$ cat src/rtl/pm_wake_cfg.svh
// Offsets, field positions, reset values and timing for the power
// management / wake event block.
// Assumes a 16-bit host register port with byte addresses.
`ifndef PM_WAKE_CFG_SVH
`define PM_WAKE_CFG_SVH

// ------------------------------------------------------------------
// Register offsets
// ------------------------------------------------------------------
`define PEC_OFFSET        8'hd4
`define SWT_OFFSET        8'hd6

// ------------------------------------------------------------------
// Control register fields
// ------------------------------------------------------------------
`define PEC_DELAY_BIT     14
`define PEC_POL_BIT       12
`define PEC_EN_MSB        11
`define PEC_EN_LSB        8
`define PEC_AUTO_BIT      7
`define PEC_TONORM_BIT    6
`define PEC_STAT_MSB      5
`define PEC_STAT_LSB      2
`define PEC_MODE_MSB      1
`define PEC_MODE_LSB      0

// Wake source positions inside the enable and status fields
`define SRC_ENERGY        0
`define SRC_LINK          1
`define SRC_MAGIC         2
`define SRC_FRAME         3

// Power mode codes
`define MODE_NORMAL       2'h0
`define MODE_ENERGY       2'h1
`define MODE_SOFT_PD      2'h2
`define MODE_SAVING       2'h3

// ------------------------------------------------------------------
// Reset values and timing
// ------------------------------------------------------------------
`define WAKE_TIME_RST     8'h08
`define SLEEP_TIME_RST    8'h0c
`define CLK_HZ            25000000
`define WAKE_UNIT_MS      16
`define SLEEP_UNIT_S      1

`endif

$ cat src/rtl/pm_wake_pkg.sv
// Types shared by the power management / wake event block.
// Assumes nothing of its surroundings.
package pm_wake_pkg;

   // Power state inside energy-detect and soft power-down modes
   typedef enum logic [0:0] {
      PST_NORMAL,
      PST_LOW
   } pwr_state_t;

endpackage

$ cat src/rtl/energy_timer.sv
// Counts how long a condition holds without a break, in whole units.
// Assumes the limit is never zero; the caller refuses zero writes.
`timescale 1ns/1ns
`default_nettype none

module energy_timer #(
   parameter int UNIT_CYCLES = 400000
) (
   input  wire logic       i_ref_clk,
   input  wire logic       i_sys_rst,
   input  wire logic       i_run,
   input  wire logic [7:0] i_limit,
   output logic            o_done
);

   // ---------------------------------------------------------------
   // Unit prescaler and unit counter
   // ---------------------------------------------------------------
   logic [31:0] cyc_q;
   logic [7:0]  units_q;

   // Any break in the condition restarts the whole measurement
   always_ff @(posedge i_ref_clk or posedge i_sys_rst)
   begin
      if (i_sys_rst)
      begin
         cyc_q   <= 32'h0;
         units_q <= 8'h0;
         o_done  <= 1'b0;
      end
      else if (!i_run)
      begin
         cyc_q   <= 32'h0;
         units_q <= 8'h0;
         o_done  <= 1'b0;
      end
      else if (!o_done)
      begin
         if (cyc_q == 32'(UNIT_CYCLES - 1))
         begin
            cyc_q   <= 32'h0;
            units_q <= units_q + 8'h1;
            o_done  <= (units_q + 8'h1) == i_limit;
         end
         else
         begin
            cyc_q <= cyc_q + 32'h1;
         end
      end
   end

endmodule // energy_timer

`default_nettype wire

$ cat src/rtl/power_mgmt_wake_event.sv
// Power mode control and wake event output for a single-port network
// controller, with its control and sleep/wake time registers.
// Assumes synchronous one-cycle host strobes and event pulses, and an
// energy detect level from the line side.
`timescale 1ns/1ns
`default_nettype none
`include "pm_wake_cfg.svh"

module power_mgmt_wake_event #(
   parameter int WAKE_UNIT_CYCLES  = `WAKE_UNIT_MS * (`CLK_HZ / 1000),
   parameter int SLEEP_UNIT_CYCLES = `SLEEP_UNIT_S * `CLK_HZ
) (
   input  wire logic        i_ref_clk,
   input  wire logic        i_sys_rst,
   input  wire logic        i_dev_rst,
   input  wire logic        i_reg_wr,
   input  wire logic        i_reg_rd,
   input  wire logic [7:0]  i_reg_addr,
   input  wire logic [1:0]  i_reg_be,
   input  wire logic [15:0] i_reg_wdata,
   output logic      [15:0] o_reg_rdata,
   input  wire logic        i_host_wake_read,
   input  wire logic        i_energy_detect,
   input  wire logic        i_link_up_evt,
   input  wire logic        i_magic_pkt_evt,
   input  wire logic        i_wake_frame_evt,
   input  wire logic        i_clocks_ready,
   output logic             o_wake_event_output,
   output logic             o_isr_energy_set,
   output logic             o_isr_link_set,
   output logic      [1:0]  o_power_mode,
   output logic             o_low_power,
   output logic             o_traffic_enable
);

   // ---------------------------------------------------------------
   // Register state
   // ---------------------------------------------------------------
   logic                    delay_en_q;
   logic                    pol_q;
   logic [3:0]              src_en_q;
   logic                    auto_q;
   logic                    to_norm_q;
   logic [3:0]              status_q;
   logic [3:0]              status_d;
   logic [1:0]              mode_q;
   logic [7:0]              wake_time_q;
   logic [7:0]              sleep_time_q;
   pm_wake_pkg::pwr_state_t pst_q;

   logic wr_pec;
   logic wr_swt;
   logic wake_done;
   logic sleep_done;
   logic energy_wake;
   logic host_wake;
   logic [3:0] src_evt;
   logic pme_active;
   logic hold_off;

   assign wr_pec = i_reg_wr && (i_reg_addr == `PEC_OFFSET);
   assign wr_swt = i_reg_wr && (i_reg_addr == `SWT_OFFSET);

   // ---------------------------------------------------------------
   // Energy timing
   // ---------------------------------------------------------------
   // Wake timer runs only in the low state with auto wake on
   energy_timer #(
      .UNIT_CYCLES (WAKE_UNIT_CYCLES)
   ) u_wake_timer (
      .i_ref_clk (i_ref_clk),
      .i_sys_rst (i_sys_rst),
      .i_run     (mode_q == `MODE_ENERGY && pst_q == pm_wake_pkg::PST_LOW
                  && auto_q && i_energy_detect),
      .i_limit   (wake_time_q),
      .o_done    (wake_done)
   );

   // Sleep timer measures unbroken absence of energy
   energy_timer #(
      .UNIT_CYCLES (SLEEP_UNIT_CYCLES)
   ) u_sleep_timer (
      .i_ref_clk (i_ref_clk),
      .i_sys_rst (i_sys_rst),
      .i_run     (mode_q == `MODE_ENERGY
                  && pst_q == pm_wake_pkg::PST_NORMAL
                  && !i_energy_detect),
      .i_limit   (sleep_time_q),
      .o_done    (sleep_done)
   );

   // A host read of the global reset register wakes the low states
   assign host_wake   = i_host_wake_read
                        && ((mode_q == `MODE_ENERGY
                             && pst_q == pm_wake_pkg::PST_LOW)
                            || mode_q == `MODE_SOFT_PD);
   assign energy_wake = wake_done && pst_q == pm_wake_pkg::PST_LOW;

   // ---------------------------------------------------------------
   // Power state
   // ---------------------------------------------------------------
   // Soft power-down enters the low state on the next edge unless a host read ends it
   always_ff @(posedge i_ref_clk or posedge i_sys_rst)
   begin
      if (i_sys_rst)
      begin
         pst_q <= pm_wake_pkg::PST_NORMAL;
      end
      else if (i_dev_rst)
      begin
         pst_q <= pm_wake_pkg::PST_NORMAL;
      end
      else
      begin
         case (pst_q)
            pm_wake_pkg::PST_NORMAL:
            begin
               // A same-cycle host read already ends soft power-down
               if (mode_q == `MODE_SOFT_PD && !host_wake)
                  pst_q <= pm_wake_pkg::PST_LOW;
               else if (sleep_done)
                  pst_q <= pm_wake_pkg::PST_LOW;
            end
            pm_wake_pkg::PST_LOW:
            begin
               if (host_wake || energy_wake)
                  pst_q <= pm_wake_pkg::PST_NORMAL;
               else if (mode_q == `MODE_NORMAL
                        || mode_q == `MODE_SAVING)
                  pst_q <= pm_wake_pkg::PST_NORMAL;
            end
            default:
            begin
               pst_q <= pm_wake_pkg::PST_NORMAL;
            end
         endcase
      end
   end

   // ---------------------------------------------------------------
   // Control fields
   // ---------------------------------------------------------------
   // Device and software resets restore these; power-up does too
   always_ff @(posedge i_ref_clk or posedge i_sys_rst)
   begin
      if (i_sys_rst)
      begin
         delay_en_q <= 1'b0;
         pol_q      <= 1'b0;
         src_en_q   <= 4'h0;
         auto_q     <= 1'b0;
         to_norm_q  <= 1'b0;
      end
      else if (i_dev_rst)
      begin
         delay_en_q <= 1'b0;
         pol_q      <= 1'b0;
         src_en_q   <= 4'h0;
         auto_q     <= 1'b0;
         to_norm_q  <= 1'b0;
      end
      else if (wr_pec)
      begin
         if (i_reg_be[1])
         begin
            delay_en_q <= i_reg_wdata[`PEC_DELAY_BIT];
            pol_q      <= i_reg_wdata[`PEC_POL_BIT];
            src_en_q   <= i_reg_wdata[`PEC_EN_MSB:`PEC_EN_LSB];
         end
         if (i_reg_be[0])
         begin
            auto_q    <= i_reg_wdata[`PEC_AUTO_BIT];
            to_norm_q <= i_reg_wdata[`PEC_TONORM_BIT];
         end
      end
   end

   // Hardware wake to normal mode wins over a same-cycle mode write
   always_ff @(posedge i_ref_clk or posedge i_sys_rst)
   begin
      if (i_sys_rst)
         mode_q <= `MODE_NORMAL;
      else if (i_dev_rst)
         mode_q <= `MODE_NORMAL;
      else if (host_wake)
         mode_q <= `MODE_NORMAL;
      else if (energy_wake && to_norm_q)
         mode_q <= `MODE_NORMAL;
      else if (wr_pec && i_reg_be[0])
         mode_q <= i_reg_wdata[`PEC_MODE_MSB:`PEC_MODE_LSB];
   end

   // Zero times are refused: the old value is kept
   always_ff @(posedge i_ref_clk or posedge i_sys_rst)
   begin
      if (i_sys_rst)
      begin
         wake_time_q  <= `WAKE_TIME_RST;
         sleep_time_q <= `SLEEP_TIME_RST;
      end
      else if (i_dev_rst)
      begin
         wake_time_q  <= `WAKE_TIME_RST;
         sleep_time_q <= `SLEEP_TIME_RST;
      end
      else if (wr_swt)
      begin
         if (i_reg_be[1] && i_reg_wdata[15:8] != 8'h00)
            wake_time_q <= i_reg_wdata[15:8];
         if (i_reg_be[0] && i_reg_wdata[7:0] != 8'h00)
            sleep_time_q <= i_reg_wdata[7:0];
      end
   end

   // ---------------------------------------------------------------
   // Wake status, sticky, write one to clear
   // ---------------------------------------------------------------
   always_comb
   begin
      src_evt              = 4'h0;
      src_evt[`SRC_ENERGY] = energy_wake;
      src_evt[`SRC_LINK]   = i_link_up_evt;
      src_evt[`SRC_MAGIC]  = i_magic_pkt_evt;
      src_evt[`SRC_FRAME]  = i_wake_frame_evt;
      status_d             = status_q;
      if (wr_pec && i_reg_be[0])
         status_d = status_q
                    & ~i_reg_wdata[`PEC_STAT_MSB:`PEC_STAT_LSB];
      status_d = status_d | src_evt;                            // set wins
   end

   // Only power-up reset clears status; device reset leaves it alone
   always_ff @(posedge i_ref_clk or posedge i_sys_rst)
   begin
      if (i_sys_rst)
         status_q <= 4'h0;
      else
         status_q <= status_d;
   end

   // Interrupt status side effects, one-cycle pulses
   always_ff @(posedge i_ref_clk or posedge i_sys_rst)
   begin
      if (i_sys_rst)
      begin
         o_isr_energy_set <= 1'b0;
         o_isr_link_set   <= 1'b0;
      end
      else
      begin
         o_isr_energy_set <= src_evt[`SRC_ENERGY];
         o_isr_link_set   <= src_evt[`SRC_LINK];
      end
   end

   // ---------------------------------------------------------------
   // Wake event output
   // ---------------------------------------------------------------
   assign pme_active = |(status_q & src_en_q);
   assign hold_off   = delay_en_q && auto_q && !i_clocks_ready;

   // Registered pin; cleared status drops it on the next edge
   always_ff @(posedge i_ref_clk or posedge i_sys_rst)
   begin
      if (i_sys_rst)
         o_wake_event_output <= 1'b1;        // Inactive for low polarity
      else if (pme_active && !hold_off)
         o_wake_event_output <= pol_q;
      else
         o_wake_event_output <= !pol_q;
   end

   // ---------------------------------------------------------------
   // Register read and status outputs
   // ---------------------------------------------------------------
   // Reserved bits read zero
   always_ff @(posedge i_ref_clk or posedge i_sys_rst)
   begin
      if (i_sys_rst)
         o_reg_rdata <= 16'h0000;
      else if (i_reg_rd)
      begin
         if (i_reg_addr == `PEC_OFFSET)
            o_reg_rdata <= {1'b0, delay_en_q, 1'b0, pol_q, src_en_q,
                            auto_q, to_norm_q, status_q, mode_q};
         else if (i_reg_addr == `SWT_OFFSET)
            o_reg_rdata <= {wake_time_q, sleep_time_q};
         else
            o_reg_rdata <= 16'h0000;
      end
   end

   assign o_power_mode     = mode_q;
   assign o_low_power      = (pst_q == pm_wake_pkg::PST_LOW);
   assign o_traffic_enable = (pst_q == pm_wake_pkg::PST_NORMAL)
                             && (mode_q != `MODE_SOFT_PD);

endmodule // power_mgmt_wake_event

`default_nettype wire

$ cat config.mk
export PLATFORM = sky130hd
export DESIGN_NAME = power_mgmt_wake_event
export DESIGN_NICKNAME = d
export VERILOG_FILES = /design/src/rtl/pm_wake_pkg.sv /design/src/rtl/energy_timer.sv /design/src/rtl/power_mgmt_wake_event.sv
export VERILOG_INCLUDE_DIRS = /design/src /design/src/rtl
export SDC_FILE = /design/constraint.sdc
export NUM_CORES = 1
export LEC_CHECK = 0
export CAP_MARGIN = 20
export CORE_MARGIN = 3
export CORE_UTILIZATION = 56
export DETAILED_ROUTE_END_ITERATION = 8
export DONT_BUFFER_PORTS = 1
export GPL_TIMING_DRIVEN = 0
export PLACE_DENSITY_LB_ADDON = 0.15
export RECOVER_POWER = 100
export SYNTH_ARGS = -nofsm -noshare
export SYNTH_HDL_FRONTEND = slang
export SYNTH_HIERARCHICAL = 1
export SYNTH_SLANG_ARGS = --single-unit
$ cat constraint.sdc
create_clock -name i_ref_clk -period 3.01 [get_ports i_ref_clk]
set_input_delay 0.301 -clock i_ref_clk [delete_from_list [all_inputs] [get_ports i_ref_clk]]
set_output_delay 0.301 -clock i_ref_clk [all_outputs]
set_load 0.05 [all_outputs]
==> impl_metrics.env <==
export IMPL_via_count=6375
export IMPL_gr_total_overflow=0
export IMPL_maxCapViolCount=4
export IMPL_synth_top_cells_by_count="dfrtp_1 (128), nor2_1 (69), nand2_1 (45)"
export IMPL_power_share_clock=0.510
export IMPL_grt_max_degree=42
export IMPL_worstHoldStart="i_reg_wdata[14]"
export IMPL_synth_top_area_frac=0.421
export IMPL_die_area_sq_mm=0.0150
export IMPL_synth_avg_cell_area_sq_um=9.67
export IMPL_clkTransAtPathRegs_ns=0.06
export IMPL_p_int_mw=3.06
export IMPL_drive_gt1_frac=0.0905
export IMPL_htreeDepth=4
export IMPL_fp_dieW_microns=123
export IMPL_final_area_sq_mm=0.00844
export IMPL_violations="max-capacitance violations, max-slew violations"
export IMPL_finalNetCount=859
export IMPL_clock_sinks=132
export IMPL_grt_pass1_wl_microns=31600
export IMPL_synthToLayoutAreaGrowth_pct=11.0
export IMPL_p_seq_frac=0.460
export IMPL_yosys_area_share_simple=0.293
export IMPL_total_power_mw=3.90
export IMPL_drt_pass1_iterations=5
export IMPL_dp_hpwl_microns=13400
export IMPL_drtIter0Drc=546
export IMPL_critPathMaxFanout=10
export IMPL_p_leak_nw=3.56
export IMPL_r2r_start="o_power_mode[1]"
export IMPL_ios=60
export IMPL_crit_required_ns=3.35
export IMPL_setup_viol_count_final=0
export IMPL_synthMuxAreaShare=0.0174
export IMPL_cp_end_kind="register"
export IMPL_synth_compound_area_frac=0.115
export IMPL_slew_headroom=-0.0604
export IMPL_die_h_microns=123
export IMPL_synth_edf_count=0
export IMPL_status="finished, violations left"
export IMPL_comb_power_share=0.029
export IMPL_yosys_cell_count_top_type="dfrtp_1"
export IMPL_period_needed_ns=2.82
export IMPL_yosys_top_cells_area="dfrtp_1 (42%), xor2_1 (5.0%), xnor2_1 (3.8%)"
export IMPL_insertion_delay_ns=0.42
export IMPL_skew_ns=0.00506
export IMPL_dp_cells=959
export IMPL_finalMaxSlewViolations=121
export IMPL_start_kind="register"
export IMPL_synth_fp_nets=829
export IMPL_cp_arrival_ns=3.16
export IMPL_drc_errors=0
export IMPL_place_port_buffers=0
export IMPL_rsz0062_at_grt="false"
export IMPL_p_switching_uw=840
export IMPL_routed_wl_microns=19400
export IMPL_wire_per_inst_microns=19.4
export IMPL_cts_tree="yes"
export IMPL_core_sq_mm=0.0129
export IMPL_synth_top_family_by_area="simple AND/OR/NAND/NOR gates"
export IMPL_ys_seq_area_frac=0.435
export IMPL_routabilityCongestion=0.915
export IMPL_antenna_cells=0
export IMPL_postPlaceCellArea_sq_mm=0.00784
export IMPL_finalNonFillerCells=1001
export IMPL_holdCritPathClass="input pin to register"
export IMPL_max_clock_freq_ghz=0.354
export IMPL_min_period_over_period=0.938
export IMPL_synth_xor_area_frac=0.0876
export IMPL_syn_inst=786
export IMPL_start_util=0.588
export IMPL_clockBufferDepth=2
export IMPL_yosys_area_top_type="dfrtp_1"
export IMPL_synth_seq_cells=132
export IMPL_cts_buffers_inserted=17
export IMPL_ant_nets=0
export IMPL_vias_per_cell=6.37
export IMPL_ys_warn_count=6
export IMPL_cts_root_buf="clkbuf_16"
export IMPL_tightest_slew_ns=1.59
export IMPL_rows=41
export IMPL_cp_startpoint="o_power_mode[1]"
export IMPL_antenna_found_initial=0
export IMPL_grt_pass1_vias=6309
export IMPL_netlist_cell_type_count=72
export IMPL_ir_drop_mv=0.404
export IMPL_nFillCells=1036
export IMPL_netlist_area_sq_mm=0.00760
export IMPL_track_usage=0.269
export IMPL_power_density_mw_per_mm2=462
export IMPL_path_class="register to register"
export IMPL_synth_main_ff_cell="dfrtp_1"
export IMPL_async_flop_share=1.00
export IMPL_synthAdderAreaFrac=0.00988
export IMPL_hold_viol_final=0
export IMPL_switching_share=0.216
[sequential cells by signal (all words and copies together), names as in the netlist, 2 cells and up]
| signal | count |
|---|---|
| wake_time_q | 8 |
| o_reg_rdata | 16 |
| u_wake_timer/units_q | 8 |
| u_sleep_timer/units_q | 8 |
| u_sleep_timer/cyc_q | 32 |
| o_power_mode | 2 |
| status_q | 4 |
| u_wake_timer/cyc_q | 32 |
| src_en_q | 4 |
| sleep_time_q | 8 |
[final cells by class]
type                    instances  area [sq um]  share of cell area
repair buffers                 11          91.3              0.0108
clock inverters                 3          15.0             0.00178
clock buffers                  29           561              0.0664
well taps                     172           215              0.0255
inverters                      21          78.8             0.00934
multi-input cells             592          3970               0.470
plain buffers                  41           200              0.0237
flip-flops and latches        132          3310               0.392
[critical path, stage by stage, from the launching register on]
cell	delay, ns
dfrtp_2	0.57
inv_1	0.12
ha_1	0.22
and4_1	0.28
and2_1	0.16
clkbuf_1	0.27
nor4_4	0.46
nand3_1	0.18
or3_1	0.34
a21oi_1	0.15
[logic make-up (layout without fill, tap and decap cells)]
group                    Yosys count  count (layout)
adder cells (fa/ha/maj)            6               6
AND/OR/NAND/NOR                  384             384
XOR/XNOR                          76              76
buffers and inverters             62             105
flip-flops                       132             132
multiplexers                      13              13
AO/OA/AOI/OAI                    113             113
[power by group through the flow]
stage               clock network, mW  registers, mW  logic, mW
floorplan                           0           1.82     0.0782
global placement                    0           1.82      0.106
detailed placement                  0           1.82      0.112
CTS                              2.01           1.79      0.119
global route                     2.09           1.79      0.127
finish                           1.99           1.79      0.114
[through the flow]
stage	setup TNS, ns	utilization	hold WS, ns	worst slack (ns)
3_5_place_dp	-2.40	0.606	0.270	-0.263
6_report	0	0.653	0.0286	0.188
5_1_grt	0	0.653	0.0249	0.00927
2_1_floorplan	0	-	0.332	0.306
3_3_place_gp	-1.17	0.605	0.333	-0.172
4_1_cts	-0.125	0.656	0.00926	-0.125
[worst paths after layout]
kind | end | slack (ns) | cells past startpoint
setup / recovery | u_wake_timer/cyc_q[20] | 0.19 | 9
hold / removal | delay_en_q | 0.03 | 2
setup reg to reg | u_wake_timer/cyc_q[20] | 0.19 | 9
hold reg to reg | u_wake_timer/cyc_q[1] | 0.52 | 1
max in group asynchronous | wake_time_q[4] | 0.46 | 3
min in group asynchronous | o_isr_energy_set | 0.63 | 2
[cells in the final DEF (no fill, tap or decap), types with 4 or more instances in the layout]
cell type and instances:
a32o_1 8, clkbuf_8 9, o2bb2ai_1 4, buf_4 5
ha_1 6, nand2_1 46, and4b_1 8, a31oi_1 12
xor2_1 43, mux2i_1 11, nor3_1 17, dfrtp_1 126
or3_1 11, buf_2 7, o311ai_0 5, and4_1 11
a21oi_1 10, nor2_1 69, o21ai_0 15, inv_1 21
or2_2 6, nand3_1 42, and2_0 4, o41ai_1 7
and2_1 10, a21boi_0 5, and3_1 34, dlygate4sd3_1 5
nor4_1 15, a41oi_1 4, a221o_1 13, nor2b_1 30
nand2b_1 27, xnor2_1 33, clkbuf_16 17, nand4_1 31
a211o_1 8, clkbuf_1 30
[metal layers]
metal,vias to the layer above,routed length [microns],GRT usage
li1,2926,-,-
met1,3109,8160,0.345
met2,284,9330,0.435
met3,56,1300,0.0714
met4,0,583,0.112
met5,-,0,0
[what timing repair did]
action / 4_1_cts / 5_1_grt
hold buffers: 5 / 0
endpoints found under the setup margin: 22 / 8
pin swaps: 1 / 2
resized for setup: 3 / 1
endpoints found under the hold margin: 108 / 0
setup buffers: 0 / 5
Power figures use the tool's default switching activity.
